**config.mk**
```make
export PLATFORM = sky130hd
export DESIGN_NAME = cks_clock_status
export DESIGN_NICKNAME = d
export VERILOG_FILES = /design/src/design/cks_pkg.sv /design/src/design/cks_clock_status.sv
export VERILOG_INCLUDE_DIRS = /design/src /design/src/design
export SDC_FILE = /design/constraint.sdc
export NUM_CORES = 1
export LEC_CHECK = 0
export ABC_CLOCK_PERIOD_IN_PS = 1870
export BUFFER_PORTS_ARGS = -buffer_cell sky130_fd_sc_hd__clkbuf_2
export CAP_MARGIN = 20
export CORE_UTILIZATION = 35
export CTS_CLUSTER_SIZE = 28
export DETAILED_ROUTE_END_ITERATION = 10
export GPL_ROUTABILITY_DRIVEN = 0
export GPL_TIMING_DRIVEN = 0
export HOLD_SLACK_MARGIN = 0.06
export PLACE_DENSITY_LB_ADDON = 0.1
export SETUP_SLACK_MARGIN = 0.15
export SYNTH_ARGS = -nofsm -noshare
export SYNTH_HDL_FRONTEND = slang
export SYNTH_SLANG_ARGS = --single-unit
```
**constraint.sdc**
```tcl
create_clock -name mclk -period 1.87 [get_ports mclk]
set_input_delay 0.0935 -clock mclk [delete_from_list [all_inputs] [get_ports mclk]]
set_output_delay 0.0935 -clock mclk [all_outputs]
set_load 0.05 [all_outputs]
```
**src/design/cks_params.svh**
```systemverilog
// Offsets, field positions, reset values and behaviour list of the clock status block
// Behaviour
// - Writing one to an enable-set bit enables that event's interrupt; zero leaves it.
// - Main clock start flag sets once software triggers the main clock start task.
// - Main clock status word reports source, forced run and running, reset zero.
// - Main clock source field reads zero when the internal oscillator drives it.
// - Main clock source field reads one when the crystal oscillator drives it.
// - Forced run reads one only when forced, running bit reads one only while running.
// - Status words reflect only this instance's own configuration and actions; the code shows the synchronised oscillator reports ungated.
// - Low-frequency start flag sets once software triggers its start task.
// - Low-frequency status word reports the source currently driving that clock.
// - Source selection is copied at the low-frequency start and held until the next.
// - Audio start flag sets once software triggers the audio start task.
// - Audio status word reports the source currently driving the audio clock.
// - Fast clock start flag sets once software triggers the fast clock start task.
`ifndef CKS_PARAMS_SVH
`define CKS_PARAMS_SVH

// ==========================================================
// Register offsets
`define CKS_TASK_MAIN_OFS   12'h000
`define CKS_TASK_LF_OFS     12'h004
`define CKS_TASK_AUDIO_OFS  12'h008
`define CKS_TASK_FAST_OFS   12'h00C
`define CKS_EVT_STATUS_OFS  12'h100
`define CKS_INT_SET_OFS     12'h304
`define CKS_INT_CLR_OFS     12'h308
`define CKS_PENDING_OFS     12'h30C
`define CKS_MAIN_RUN_OFS    12'h408
`define CKS_MAIN_STAT_OFS   12'h40C
`define CKS_LF_RUN_OFS      12'h414
`define CKS_LF_STAT_OFS     12'h418
`define CKS_LF_COPY_OFS     12'h41C
`define CKS_AUDIO_RUN_OFS   12'h450
`define CKS_AUDIO_STAT_OFS  12'h454
`define CKS_FAST_RUN_OFS    12'h458

// ==========================================================
// Field positions
`define CKS_SRC_BIT         0
`define CKS_FORCED_BIT      4
`define CKS_STATE_BIT       16
`define CKS_EVT_MAIN_BIT    0
`define CKS_EVT_LF_BIT      1
`define CKS_EVT_CAL_BIT     2
`define CKS_EVT_AUDIO_BIT   3
`define CKS_EVT_FAST_BIT    4

// ==========================================================
// Reset values
`define CKS_WORD_RESET      32'h0000_0000
`define CKS_EVT_RESET       5'h00

`endif

```
**src/design/cks_pkg.sv**
```systemverilog
// Types shared by the clock status block
`default_nettype none
package cks_pkg;

   // Oscillator report of one clock
   typedef struct packed {
      logic       running;
      logic       forced;
      logic [1:0] source;
   } cks_osc_s;

   // Event pulses from the oscillator control
   typedef struct packed {
      logic fastStarted;
      logic audioStarted;
      logic calDone;
      logic lfStarted;
      logic mainStarted;
   } cks_evt_s;

   typedef logic [4:0] cks_evt_t;

endpackage

`default_nettype wire

```
**src/design/cks_clock_status.sv**
```systemverilog
// Clock controller status, start flags and pending interrupt read-out
//
// Register access over APB was chosen for this implementation.
`timescale 1ns/100ps
`default_nettype none
`include "cks_params.svh"

module cks_clock_status
   import cks_pkg::*;
#(
   parameter int LF_SRC_W = 2
)
(
   // Clock and reset
   input  wire  logic                mclk,
   input  wire  logic                rst,
   // APB slave
   input  wire  logic [11:0]         paddr,
   input  wire  logic                psel,
   input  wire  logic                penable,
   input  wire  logic                pwrite,
   input  wire  logic [31:0]         pwdata,
   output var   logic [31:0]         prdata,
   output logic                      pready,
   output logic                      pslverr,
   // Oscillator reports, asynchronous levels
   input  wire  cks_osc_s            mainHfClockIn,
   input  wire  cks_osc_s            lowFreqClockIn,
   input  wire  cks_osc_s            audioClockIn,
   // Configured source selection of the low-frequency clock
   input  wire  logic [LF_SRC_W-1:0] lowFreqSourceSelect,
   // Event pulses, same clock
   input  wire  cks_evt_s            eventIn,
   // Start task pulses to oscillator control
   output var   logic                mainHfStartTask,
   output var   logic                lowFreqStartTask,
   output var   logic                audioStartTask,
   output var   logic                fastClockStartTask,
   // Interrupt
   output logic                      irq
);

   // ==========================================================
   // Input synchronisers
   cks_osc_s mainMeta_ff;
   cks_osc_s mainSync_ff;
   cks_osc_s lfMeta_ff;
   cks_osc_s lfSync_ff;
   cks_osc_s audMeta_ff;
   cks_osc_s audSync_ff;

   always_ff @(posedge mclk)
   begin
      if (rst)
      begin
         mainMeta_ff <= '0;
         mainSync_ff <= '0;
         lfMeta_ff   <= '0;
         lfSync_ff   <= '0;
         audMeta_ff  <= '0;
         audSync_ff  <= '0;
      end
      else
      begin
         mainMeta_ff <= mainHfClockIn;
         mainSync_ff <= mainMeta_ff;
         lfMeta_ff   <= lowFreqClockIn;
         lfSync_ff   <= lfMeta_ff;
         audMeta_ff  <= audioClockIn;
         audSync_ff  <= audMeta_ff;
      end
   end

   // ==========================================================
   // Bus decode
   logic accSetup;
   logic accDone;
   logic wrDone;

   assign accSetup = psel & ~penable;
   assign accDone  = psel & penable;
   assign wrDone   = accDone & pwrite;
   assign pready   = 1'b1;

   function automatic logic wrHit(input logic [11:0] ofs);
      wrHit = wrDone & (paddr == ofs);
   endfunction

   function automatic logic taskHit(input logic [11:0] ofs);
      taskHit = wrHit(ofs) & pwdata[0];
   endfunction

   // ==========================================================
   // Start tasks
   logic taskMain;
   logic taskLf;
   logic taskAudio;
   logic taskFast;

   assign taskMain  = taskHit(`CKS_TASK_MAIN_OFS);
   assign taskLf    = taskHit(`CKS_TASK_LF_OFS);
   assign taskAudio = taskHit(`CKS_TASK_AUDIO_OFS);
   assign taskFast  = taskHit(`CKS_TASK_FAST_OFS);

   always_ff @(posedge mclk)
   begin
      if (rst)
      begin
         mainHfStartTask    <= 1'b0;
         lowFreqStartTask   <= 1'b0;
         audioStartTask     <= 1'b0;
         fastClockStartTask <= 1'b0;
      end
      else
      begin
         mainHfStartTask    <= taskMain;
         lowFreqStartTask   <= taskLf;
         audioStartTask     <= taskAudio;
         fastClockStartTask <= taskFast;
      end
   end

   // ==========================================================
   // Start requested flags
   logic mainRun_ff;
   logic lfRun_ff;
   logic audioRun_ff;
   logic fastRun_ff;

   always_ff @(posedge mclk)
   begin
      if (rst)
      begin
         mainRun_ff  <= 1'b0;
         lfRun_ff    <= 1'b0;
         audioRun_ff <= 1'b0;
         fastRun_ff  <= 1'b0;
      end
      else
      begin
         mainRun_ff  <= mainRun_ff | taskMain;
         lfRun_ff    <= lfRun_ff | taskLf;
         audioRun_ff <= audioRun_ff | taskAudio;
         fastRun_ff  <= fastRun_ff | taskFast;
      end
   end

   // ==========================================================
   // Low-frequency source snapshot
   logic [LF_SRC_W-1:0] lfCopy_ff;

   always_ff @(posedge mclk)
   begin
      if (rst)
         lfCopy_ff <= '0;
      else if (taskLf)
         lfCopy_ff <= lowFreqSourceSelect;
   end

   // ==========================================================
   // Status words, built only from this instance's inputs
   function automatic logic [31:0] statWord(input cks_osc_s s, input logic [1:0] srcMask);
      logic [31:0] w;
      w = `CKS_WORD_RESET;
      w[`CKS_SRC_BIT +: 2]  = s.source & srcMask;
      w[`CKS_FORCED_BIT]    = s.forced;
      w[`CKS_STATE_BIT]     = s.running;
      statWord = w;
   endfunction

   logic [31:0] mainStat;
   logic [31:0] lfStat;
   logic [31:0] audStat;

   assign mainStat = statWord(mainSync_ff, 2'h1);
   assign lfStat   = statWord(lfSync_ff, 2'h3);
   assign audStat  = statWord(audSync_ff, 2'h3);

   // ==========================================================
   // Events and interrupts
   cks_evt_t evtStatus_ff;
   cks_evt_t intEnable_ff;
   cks_evt_t pending;
   cks_evt_t evtIn;

   assign evtIn   = cks_evt_t'(eventIn);
   assign pending = evtStatus_ff & intEnable_ff;
   assign irq     = |pending;

   always_ff @(posedge mclk)
   begin
      if (rst)
         evtStatus_ff <= `CKS_EVT_RESET;
      else if (wrHit(`CKS_EVT_STATUS_OFS))
         evtStatus_ff <= (evtStatus_ff & ~pwdata[4:0]) | evtIn;
      else
         evtStatus_ff <= evtStatus_ff | evtIn;
   end

   always_ff @(posedge mclk)
   begin
      if (rst)
         intEnable_ff <= `CKS_EVT_RESET;
      else if (wrHit(`CKS_INT_SET_OFS))
         intEnable_ff <= intEnable_ff | pwdata[4:0];
      else if (wrHit(`CKS_INT_CLR_OFS))
         intEnable_ff <= intEnable_ff & ~pwdata[4:0];
   end

   // ==========================================================
   // Read mux, sampled in the setup phase
   logic [31:0] rdData;
   logic        rdMapped;

   always_comb
   begin
      rdData   = `CKS_WORD_RESET;
      rdMapped = 1'b1;
      case (paddr)
         `CKS_TASK_MAIN_OFS,
         `CKS_TASK_LF_OFS,
         `CKS_TASK_AUDIO_OFS,
         `CKS_TASK_FAST_OFS:  rdData = `CKS_WORD_RESET;
         `CKS_EVT_STATUS_OFS: rdData = {27'h0, evtStatus_ff};
         `CKS_INT_SET_OFS,
         `CKS_INT_CLR_OFS:    rdData = {27'h0, intEnable_ff};
         `CKS_PENDING_OFS:    rdData = {27'h0, pending};
         `CKS_MAIN_RUN_OFS:   rdData = {31'h0, mainRun_ff};
         `CKS_MAIN_STAT_OFS:  rdData = mainStat;
         `CKS_LF_RUN_OFS:     rdData = {31'h0, lfRun_ff};
         `CKS_LF_STAT_OFS:    rdData = lfStat;
         `CKS_LF_COPY_OFS:    rdData = 32'(lfCopy_ff);
         `CKS_AUDIO_RUN_OFS:  rdData = {31'h0, audioRun_ff};
         `CKS_AUDIO_STAT_OFS: rdData = audStat;
         `CKS_FAST_RUN_OFS:   rdData = {31'h0, fastRun_ff};
         default:             rdMapped = 1'b0;
      endcase
   end

   logic mapped_ff;

   always_ff @(posedge mclk)
   begin
      if (rst)
      begin
         prdata    <= `CKS_WORD_RESET;
         mapped_ff <= 1'b1;
      end
      else if (accSetup)
      begin
         prdata    <= pwrite ? `CKS_WORD_RESET : rdData;
         mapped_ff <= rdMapped;
      end
   end

   assign pslverr = accDone & ~mapped_ff;

endmodule // cks_clock_status

`default_nettype wire

```
# Word-level counts from Yosys, hierarchy flattened
# Index checks and enable logic that the tools add are counted.
# W data, S select, Z words.
dict set report word_totals {
  regBits 75
  latch_bits 0
  mem_bits_rw 0
  mem_bits_ro 0
  in_bits 68
  output_inout_bits 39
  word_cells 85
  mem_count 0
}
dict set report classes {
  addsub 0
  mul 0
  n_div 0
  n_lt_le_gt_ge 0
  eq_ne 15
  shift 0
  n_mux 6
  bitwise 28
  n_reduce_logical 5
}
# operator count
set ops {}
lappend ops {{$pmux W17 S11} 1}
lappend ops {{$eq A12 B11 Y1 const B} 8}
lappend ops {{$eq A12 B10 Y1 const B} 3}
lappend ops {{$mux W32} 1}
lappend ops {{$eq A12 B4 Y1 const B} 2}
lappend ops {{$reduce_or A16 Y1} 1}
lappend ops {{$and A1 B1 Y1} 15}
lappend ops {{$and A5 B5 Y5} 3}
lappend ops {{$mux W5} 3}
lappend ops {{$or A5 B5 Y5} 3}
lappend ops {{$eq A12 B3 Y1 const B} 1}
lappend ops {{$eq A12 B9 Y1 const B} 1}
lappend ops {{$logic_not A12 Y1} 1}
lappend ops {{$not A5 Y5} 1}
lappend ops {{$reduce_or A5 Y1} 1}
lappend ops {{$or A1 B1 Y1} 4}
lappend ops {{$not A1 Y1} 2}
lappend ops {{$reduce_bool A2 Y1} 1}
lappend ops {{$reduce_or A2 Y1} 1}
lappend ops {{$mux W1} 1}

# Logic depth before layout (Yosys ltp)
dict set report depth {
  word_depth 5
  depth_mapped 7
  ltp_nobuf 5
}

# Worst setup path after synthesis
# OpenSTA, ideal clock, no wires.
dict set report synth_timing {
  path_type {input to register}
  start {in paddr[3]}
  end {reg evtStatus_ff[0]}
  setup_time_ns 0.128
  t_arrival_ns 1.150
  t_required_ns 1.742
  slack_ns 0.592
  stages 7
  n_path_buf 2
  path_cell_list {buf_4 nor4_4 and4b_1 buf_6 nand3_2 a21oi_1 nor2_1}
}
dict set report synth_between {
  elab_chain_len 3
}
# item line
set synth_rtl {}
lappend synth_rtl {{start: declaration} cks_clock_status.sv:18} ;# input wire logic [11:0] paddr,
lappend synth_rtl {{$eq A12 B9 Y1} cks_clock_status.sv:86} ;# wrHit = wrDone & (paddr == ofs);
lappend synth_rtl {{$and A1 B1 Y1} cks_clock_status.sv:86}
lappend synth_rtl {{$mux W5} cks_clock_status.sv:194} ;# else if (wrHit(`CKS_EVT_STATUS_OFS))
lappend synth_rtl {{end signal: assignment} cks_clock_status.sv:193} ;# evtStatus_ff <= `CKS_EVT_RESET;
lappend synth_rtl {{end signal: assignment} cks_clock_status.sv:195} ;# evtStatus_ff <= (evtStatus_ff & ~pwdata[4:0]) | evtIn;
lappend synth_rtl {{end signal: assignment} cks_clock_status.sv:197} ;# evtStatus_ff <= evtStatus_ff | evtIn;
lappend synth_rtl {{end: declaration} cks_clock_status.sv:181} ;# cks_evt_t evtStatus_ff;
# Every way passes these cells.
# A chain may end at the register's enable or synchronous reset.

# Worst setup path after layout
dict set report layout_timing {
  start {reg evtStatus_ff[4]}
  end {out irq}
}
dict set report layout_between {
  elab_chain_len 2
}
# item line
set layout_rtl {}
lappend layout_rtl {{$and A5 B5 Y5} cks_clock_status.sv:187} ;# assign pending = evtStatus_ff & intEnable_ff;
lappend layout_rtl {{$reduce_or A5 Y1} cks_clock_status.sv:188} ;# assign irq = |pending;
lappend layout_rtl {{end: declaration} cks_clock_status.sv:40} ;# output logic irq
# Every way passes these cells.

==> reports/results.md <==
| Group | Quantity | Reported |
| --- | --- | --- |
| clock tree | TritonCTS clock tree | done |
| pwr | Pwr dens | 723.1 mW/mm^2 |
| pwr | Share of total power in the clock network | 35.3% |
| critical path | Setup slack, reg-to-reg | 0.71 ns |
| pwr | Share of power burned in registers | 48.4% |
| run | Max-capacitance violation count | 0 |
| grt | Remaining global-route overflow | 0 |
| critical path | Endpoint kind of the worst setup timing path | output pin |
| clock tree | Clock buffers created by TritonCTS | 5 |
| grt | First-pass GRT wire length | 9252 um |
| finish | Number of nets in the layout | 426 |
| place | Post-placement worst setup slack | 0.2510 ns |
| clock tree | Clock root buffer | sky130_fd_sc_hd__clkbuf_8 |
| timing | Final clock skew | 0.005100 ns |
| timing | Final hold viol count | 0 |
| synth | Adder-cell share of the synthesized area | 0% |
| clock tree | Number of sinks on the clock net | 49 |
| clock tree | Maximum root-to-sink buffer count | 2 |
| finish | Layout cells sized above 1 | 29.81% |
| route | DR DRC count | 7 |
| route | Vias per std cell | 4.690 |
| clock tree | Clk pin slew, worst setup/hold paths | 0.10 ns |
| timing | Final slew viol count | 0 |
| synth | Number of flops mapped to enable cells by yosys | 0 |
| floorplan | Total die area | 0.007151 sq mm |
| finish | Leading cell types in the layout, fill and taps excluded | 49 x sky130_fd_sc_hd__dfxtp_1, 48 x sky130_fd_sc_hd__clkbuf_2, 30 x sky130_fd_sc_hd__buf_4 |
| finish | Most common library cell in the layout ignoring fill and taps | sky130_fd_sc_hd__dfxtp_1 |
| grt | GRT Total Usage | 16.55% |
| critical path | Type of the worst setup path | flip-flop to output pin |
| pwr | Maximum vdd drop | 638.0 uV |
| critical path | Critical path data arrival time | 1.37 ns |
| status | Outcome | finished with violations |
| critical path | Worst-path maximum fanout | 4 |
| place | Port-buffer cells | 48 |
| synth | Cells after Synth | 260 |
| pwr | Combinational share of power | 16.2% |
| finish | Area growth, synth to finish | 30.57% |
| synth | Average footprint of a synthesized cell | 9.177 sq um |
| synth | Share of cell area taken by muxes after synthesis | 4.719% |
| floorplan | Boundary pin count | 107 |
| floorplan | Core area | 0.006459 sq mm |
| min path | Worst min-delay path category | primary input to flip-flop |
| route | Post-detailed-route wirelength per cell | 13.23 um |
| clock tree | Max H-tree Level | 2 |
| grt | Global Route met2 Usage | 28.09% |
| timing | Setup Total Neg Slack | 0 ns |
| timing | Setup slack after layout | 0.4097 ns |
| floorplan | Initial Utilization | 36.94% |
| critical path | Required arrival time at the worst endpoint | 1.78 ns |
| grt | GR peak layer | met2 |
| synth | Fraction of registers with async set or reset after synthesis | 0% |
| pwr | Switching share of power | 28.08% |
| synth | Synth Area in Compound Gates | 10.44% |
| synth | Prevailing post-synth register cell | sky130_fd_sc_hd__dfxtp_1 |
| grt | Initial antenna violation count | 0 |
| route | DR pass1 iterations | 9 |
| floorplan | Die X | 84.57 um |
| timing | Post-route minimum period | 1.460 ns |
| timing | Ratio of final minimum period to clock period | 78.09% |
| synth | Area of the mapped netlist | 0.002386 sq mm |
| timing | Setup violations, final | 0 |
| synth | Distinct cells, synth | 47 |
| floorplan | Rows | 29 |
| route | Number of nets with antenna violations after routing | 0 |
| synth | Part of the Yosys area used for sequential elements | 41.11% |
| grt | Met3 track demand over resource | 4.326% |
| clock tree | Post-CTS setup buffer count | 0 |
| grt | Met1 track demand over resource in global routing | 20.51% |
| status | Failing checks | DRC |
| synth | Simple-gate portion of the synthesized area | 31.73% |
| grt | Maximum number of pins on one net before global-route repair | 18 |
| synth | Warning count from the yosys run | 0 |
| place | Dpl hpwl | 4245 um |
| critical path | Type of element launching the critical path | flip-flop |
| synth | Dominant combinational cell family by area after synthesis | simple AND/OR/NAND/NOR gates |
| timing | RSZ-0062 raised after global routing | no |
| clock tree | Clock latency reported for the late side of the worst-skew pair | 0.30 ns |
| synth | FF+latch count, synth | 49 |
| timing | Slew margin rel. | 51.26% |
| route | Via count | 2045 |
| pwr | Switching power of the nets | 632.6 uW |
| pwr | LEAKAGE | 1.363 nW |
| finish | Count of antenna diodes in the layout | 0 |
| route | Wirelength, routed | 5768 um |
| timing | Achievable frequency | 684.8 MHz |
| synth | Xor and xnor area share after synthesis | 0.3671% |
| floorplan | Floorplan die height | 84.57 um |
| route | 1st-iter DRT viols | 118 |
| pwr | Internal power of the cells | 1.620 mW |
| timing | Actual slew at the worst max-slew pin | 0.7292 ns |
| grt | Number of global-route vias before repair | 1909 |
-- area by class of cell --
class	count	area [sq um]
fill	656	3343
multi-input combinational	197	1229
tap	77	96.34
clock inverter	3	50.05
buffer	39	270.3
clock buffer	5	68.82
timing repair buffer	66	420.4
sequential	49	980.9
-- path summary, 6_finish.rpt --
path | endpoint | startpoint | cells after the start
setup / recovery | irq | evtStatus_ff[4]$_SDFF_PP0_ | 3
hold / removal | evtStatus_ff[3]$_SDFF_PP0_ | pwdata[3] | 4
setup reg to reg | prdata[1]$_SDFFE_PP0P_ | evtStatus_ff[1]$_SDFF_PP0_ | 4
hold reg to reg | audStat[1]$_SDFF_PP0_ | audMeta_ff[1]$_SDFF_PP0_ | 1
-- stage by stage --
stage | cell area (sq um) | hold WS, ns | power (mW) | instances | utilization (%)
2_1_floorplan | 2480 | 0.2109 | 1.362 | 285 | -
3_3_place_gp | 2816 | 0.3007 | 1.448 | 410 | 43.61
3_5_place_dp | 2816 | 0.3083 | 1.451 | 410 | 43.61
4_1_cts | 3115 | 0.07919 | 2.267 | 436 | 48.24
5_1_grt | 3115 | 0.1008 | 2.359 | 436 | 48.24
6_report | 3115 | 0.08158 | 2.253 | 436 | 48.24
-- routing by layer --
| metal | up-vias | share of wire [%] |
|---|---|---|
| met5 | - | 0 |
| met4 | 0 | 0.88 |
| met3 | 4 | 5.8 |
| met2 | 62 | 47 |
| met1 | 925 | 46 |
| li1 | 1054 | - |
-- kinds of logic (layout without fill, tap and decap cells) --
group / after synthesis / in the layout
mux: 11 / 11
flops: 49 / 49
buf+inv: 39 / 113
simple gates: 121 / 121
other cells: 2 / 27
xor+xnor: 1 / 1
compound gates: 37 / 37
-- timing repair --
item | 4_1_cts | 5_1_grt
hold endpoints to repair | 18 | 0
hold buffers | 18 | 0
resized for setup | 0 | 0
-- critical path, stage by stage, from the launching register on --
cell                       delay (ns)
sky130_fd_sc_hd__dfxtp_1         0.37
sky130_fd_sc_hd__a222oi_1        0.36
sky130_fd_sc_hd__nand2_1         0.09
sky130_fd_sc_hd__clkbuf_2        0.24
-- power groups by stage --
stage	logic [mW]	clock network, mW	registers [mW]
2_1_floorplan	0.254	0	1.11
3_3_place_gp	0.334	0	1.11
3_5_place_dp	0.336	0	1.12
4_1_cts	0.365	0.811	1.09
5_1_grt	0.393	0.872	1.09
6_report	0.366	0.796	1.09
-- synth_stat cells (3+ instances only) --
library cell	number	area share [%]
sky130_fd_sc_hd__nor4b_2	3	1.9
sky130_fd_sc_hd__mux2i_1	9	3.8
sky130_fd_sc_hd__nor2_1	21	3.3
sky130_fd_sc_hd__clkbuf_1	5	0.79
sky130_fd_sc_hd__nor2b_1	25	6.6
sky130_fd_sc_hd__o21ai_1	4	0.84
sky130_fd_sc_hd__nand2_1	20	3.1
sky130_fd_sc_hd__a21oi_1	12	2.5
sky130_fd_sc_hd__nand4_1	5	1.3
sky130_fd_sc_hd__buf_4	30	9.4
sky130_fd_sc_hd__nand3_1	15	3.1
sky130_fd_sc_hd__and3_1	3	0.79
sky130_fd_sc_hd__a22oi_1	4	1.3
sky130_fd_sc_hd__buf_2	3	0.63
sky130_fd_sc_hd__nor3_1	4	0.84
sky130_fd_sc_hd__nand3_2	5	2.1
sky130_fd_sc_hd__dfxtp_1	49	41
sky130_fd_sc_hd__a32oi_1	3	1.1
sky130_fd_sc_hd__nor3b_1	4	1.3
Note: power is estimated with default switching activity, not from simulation.
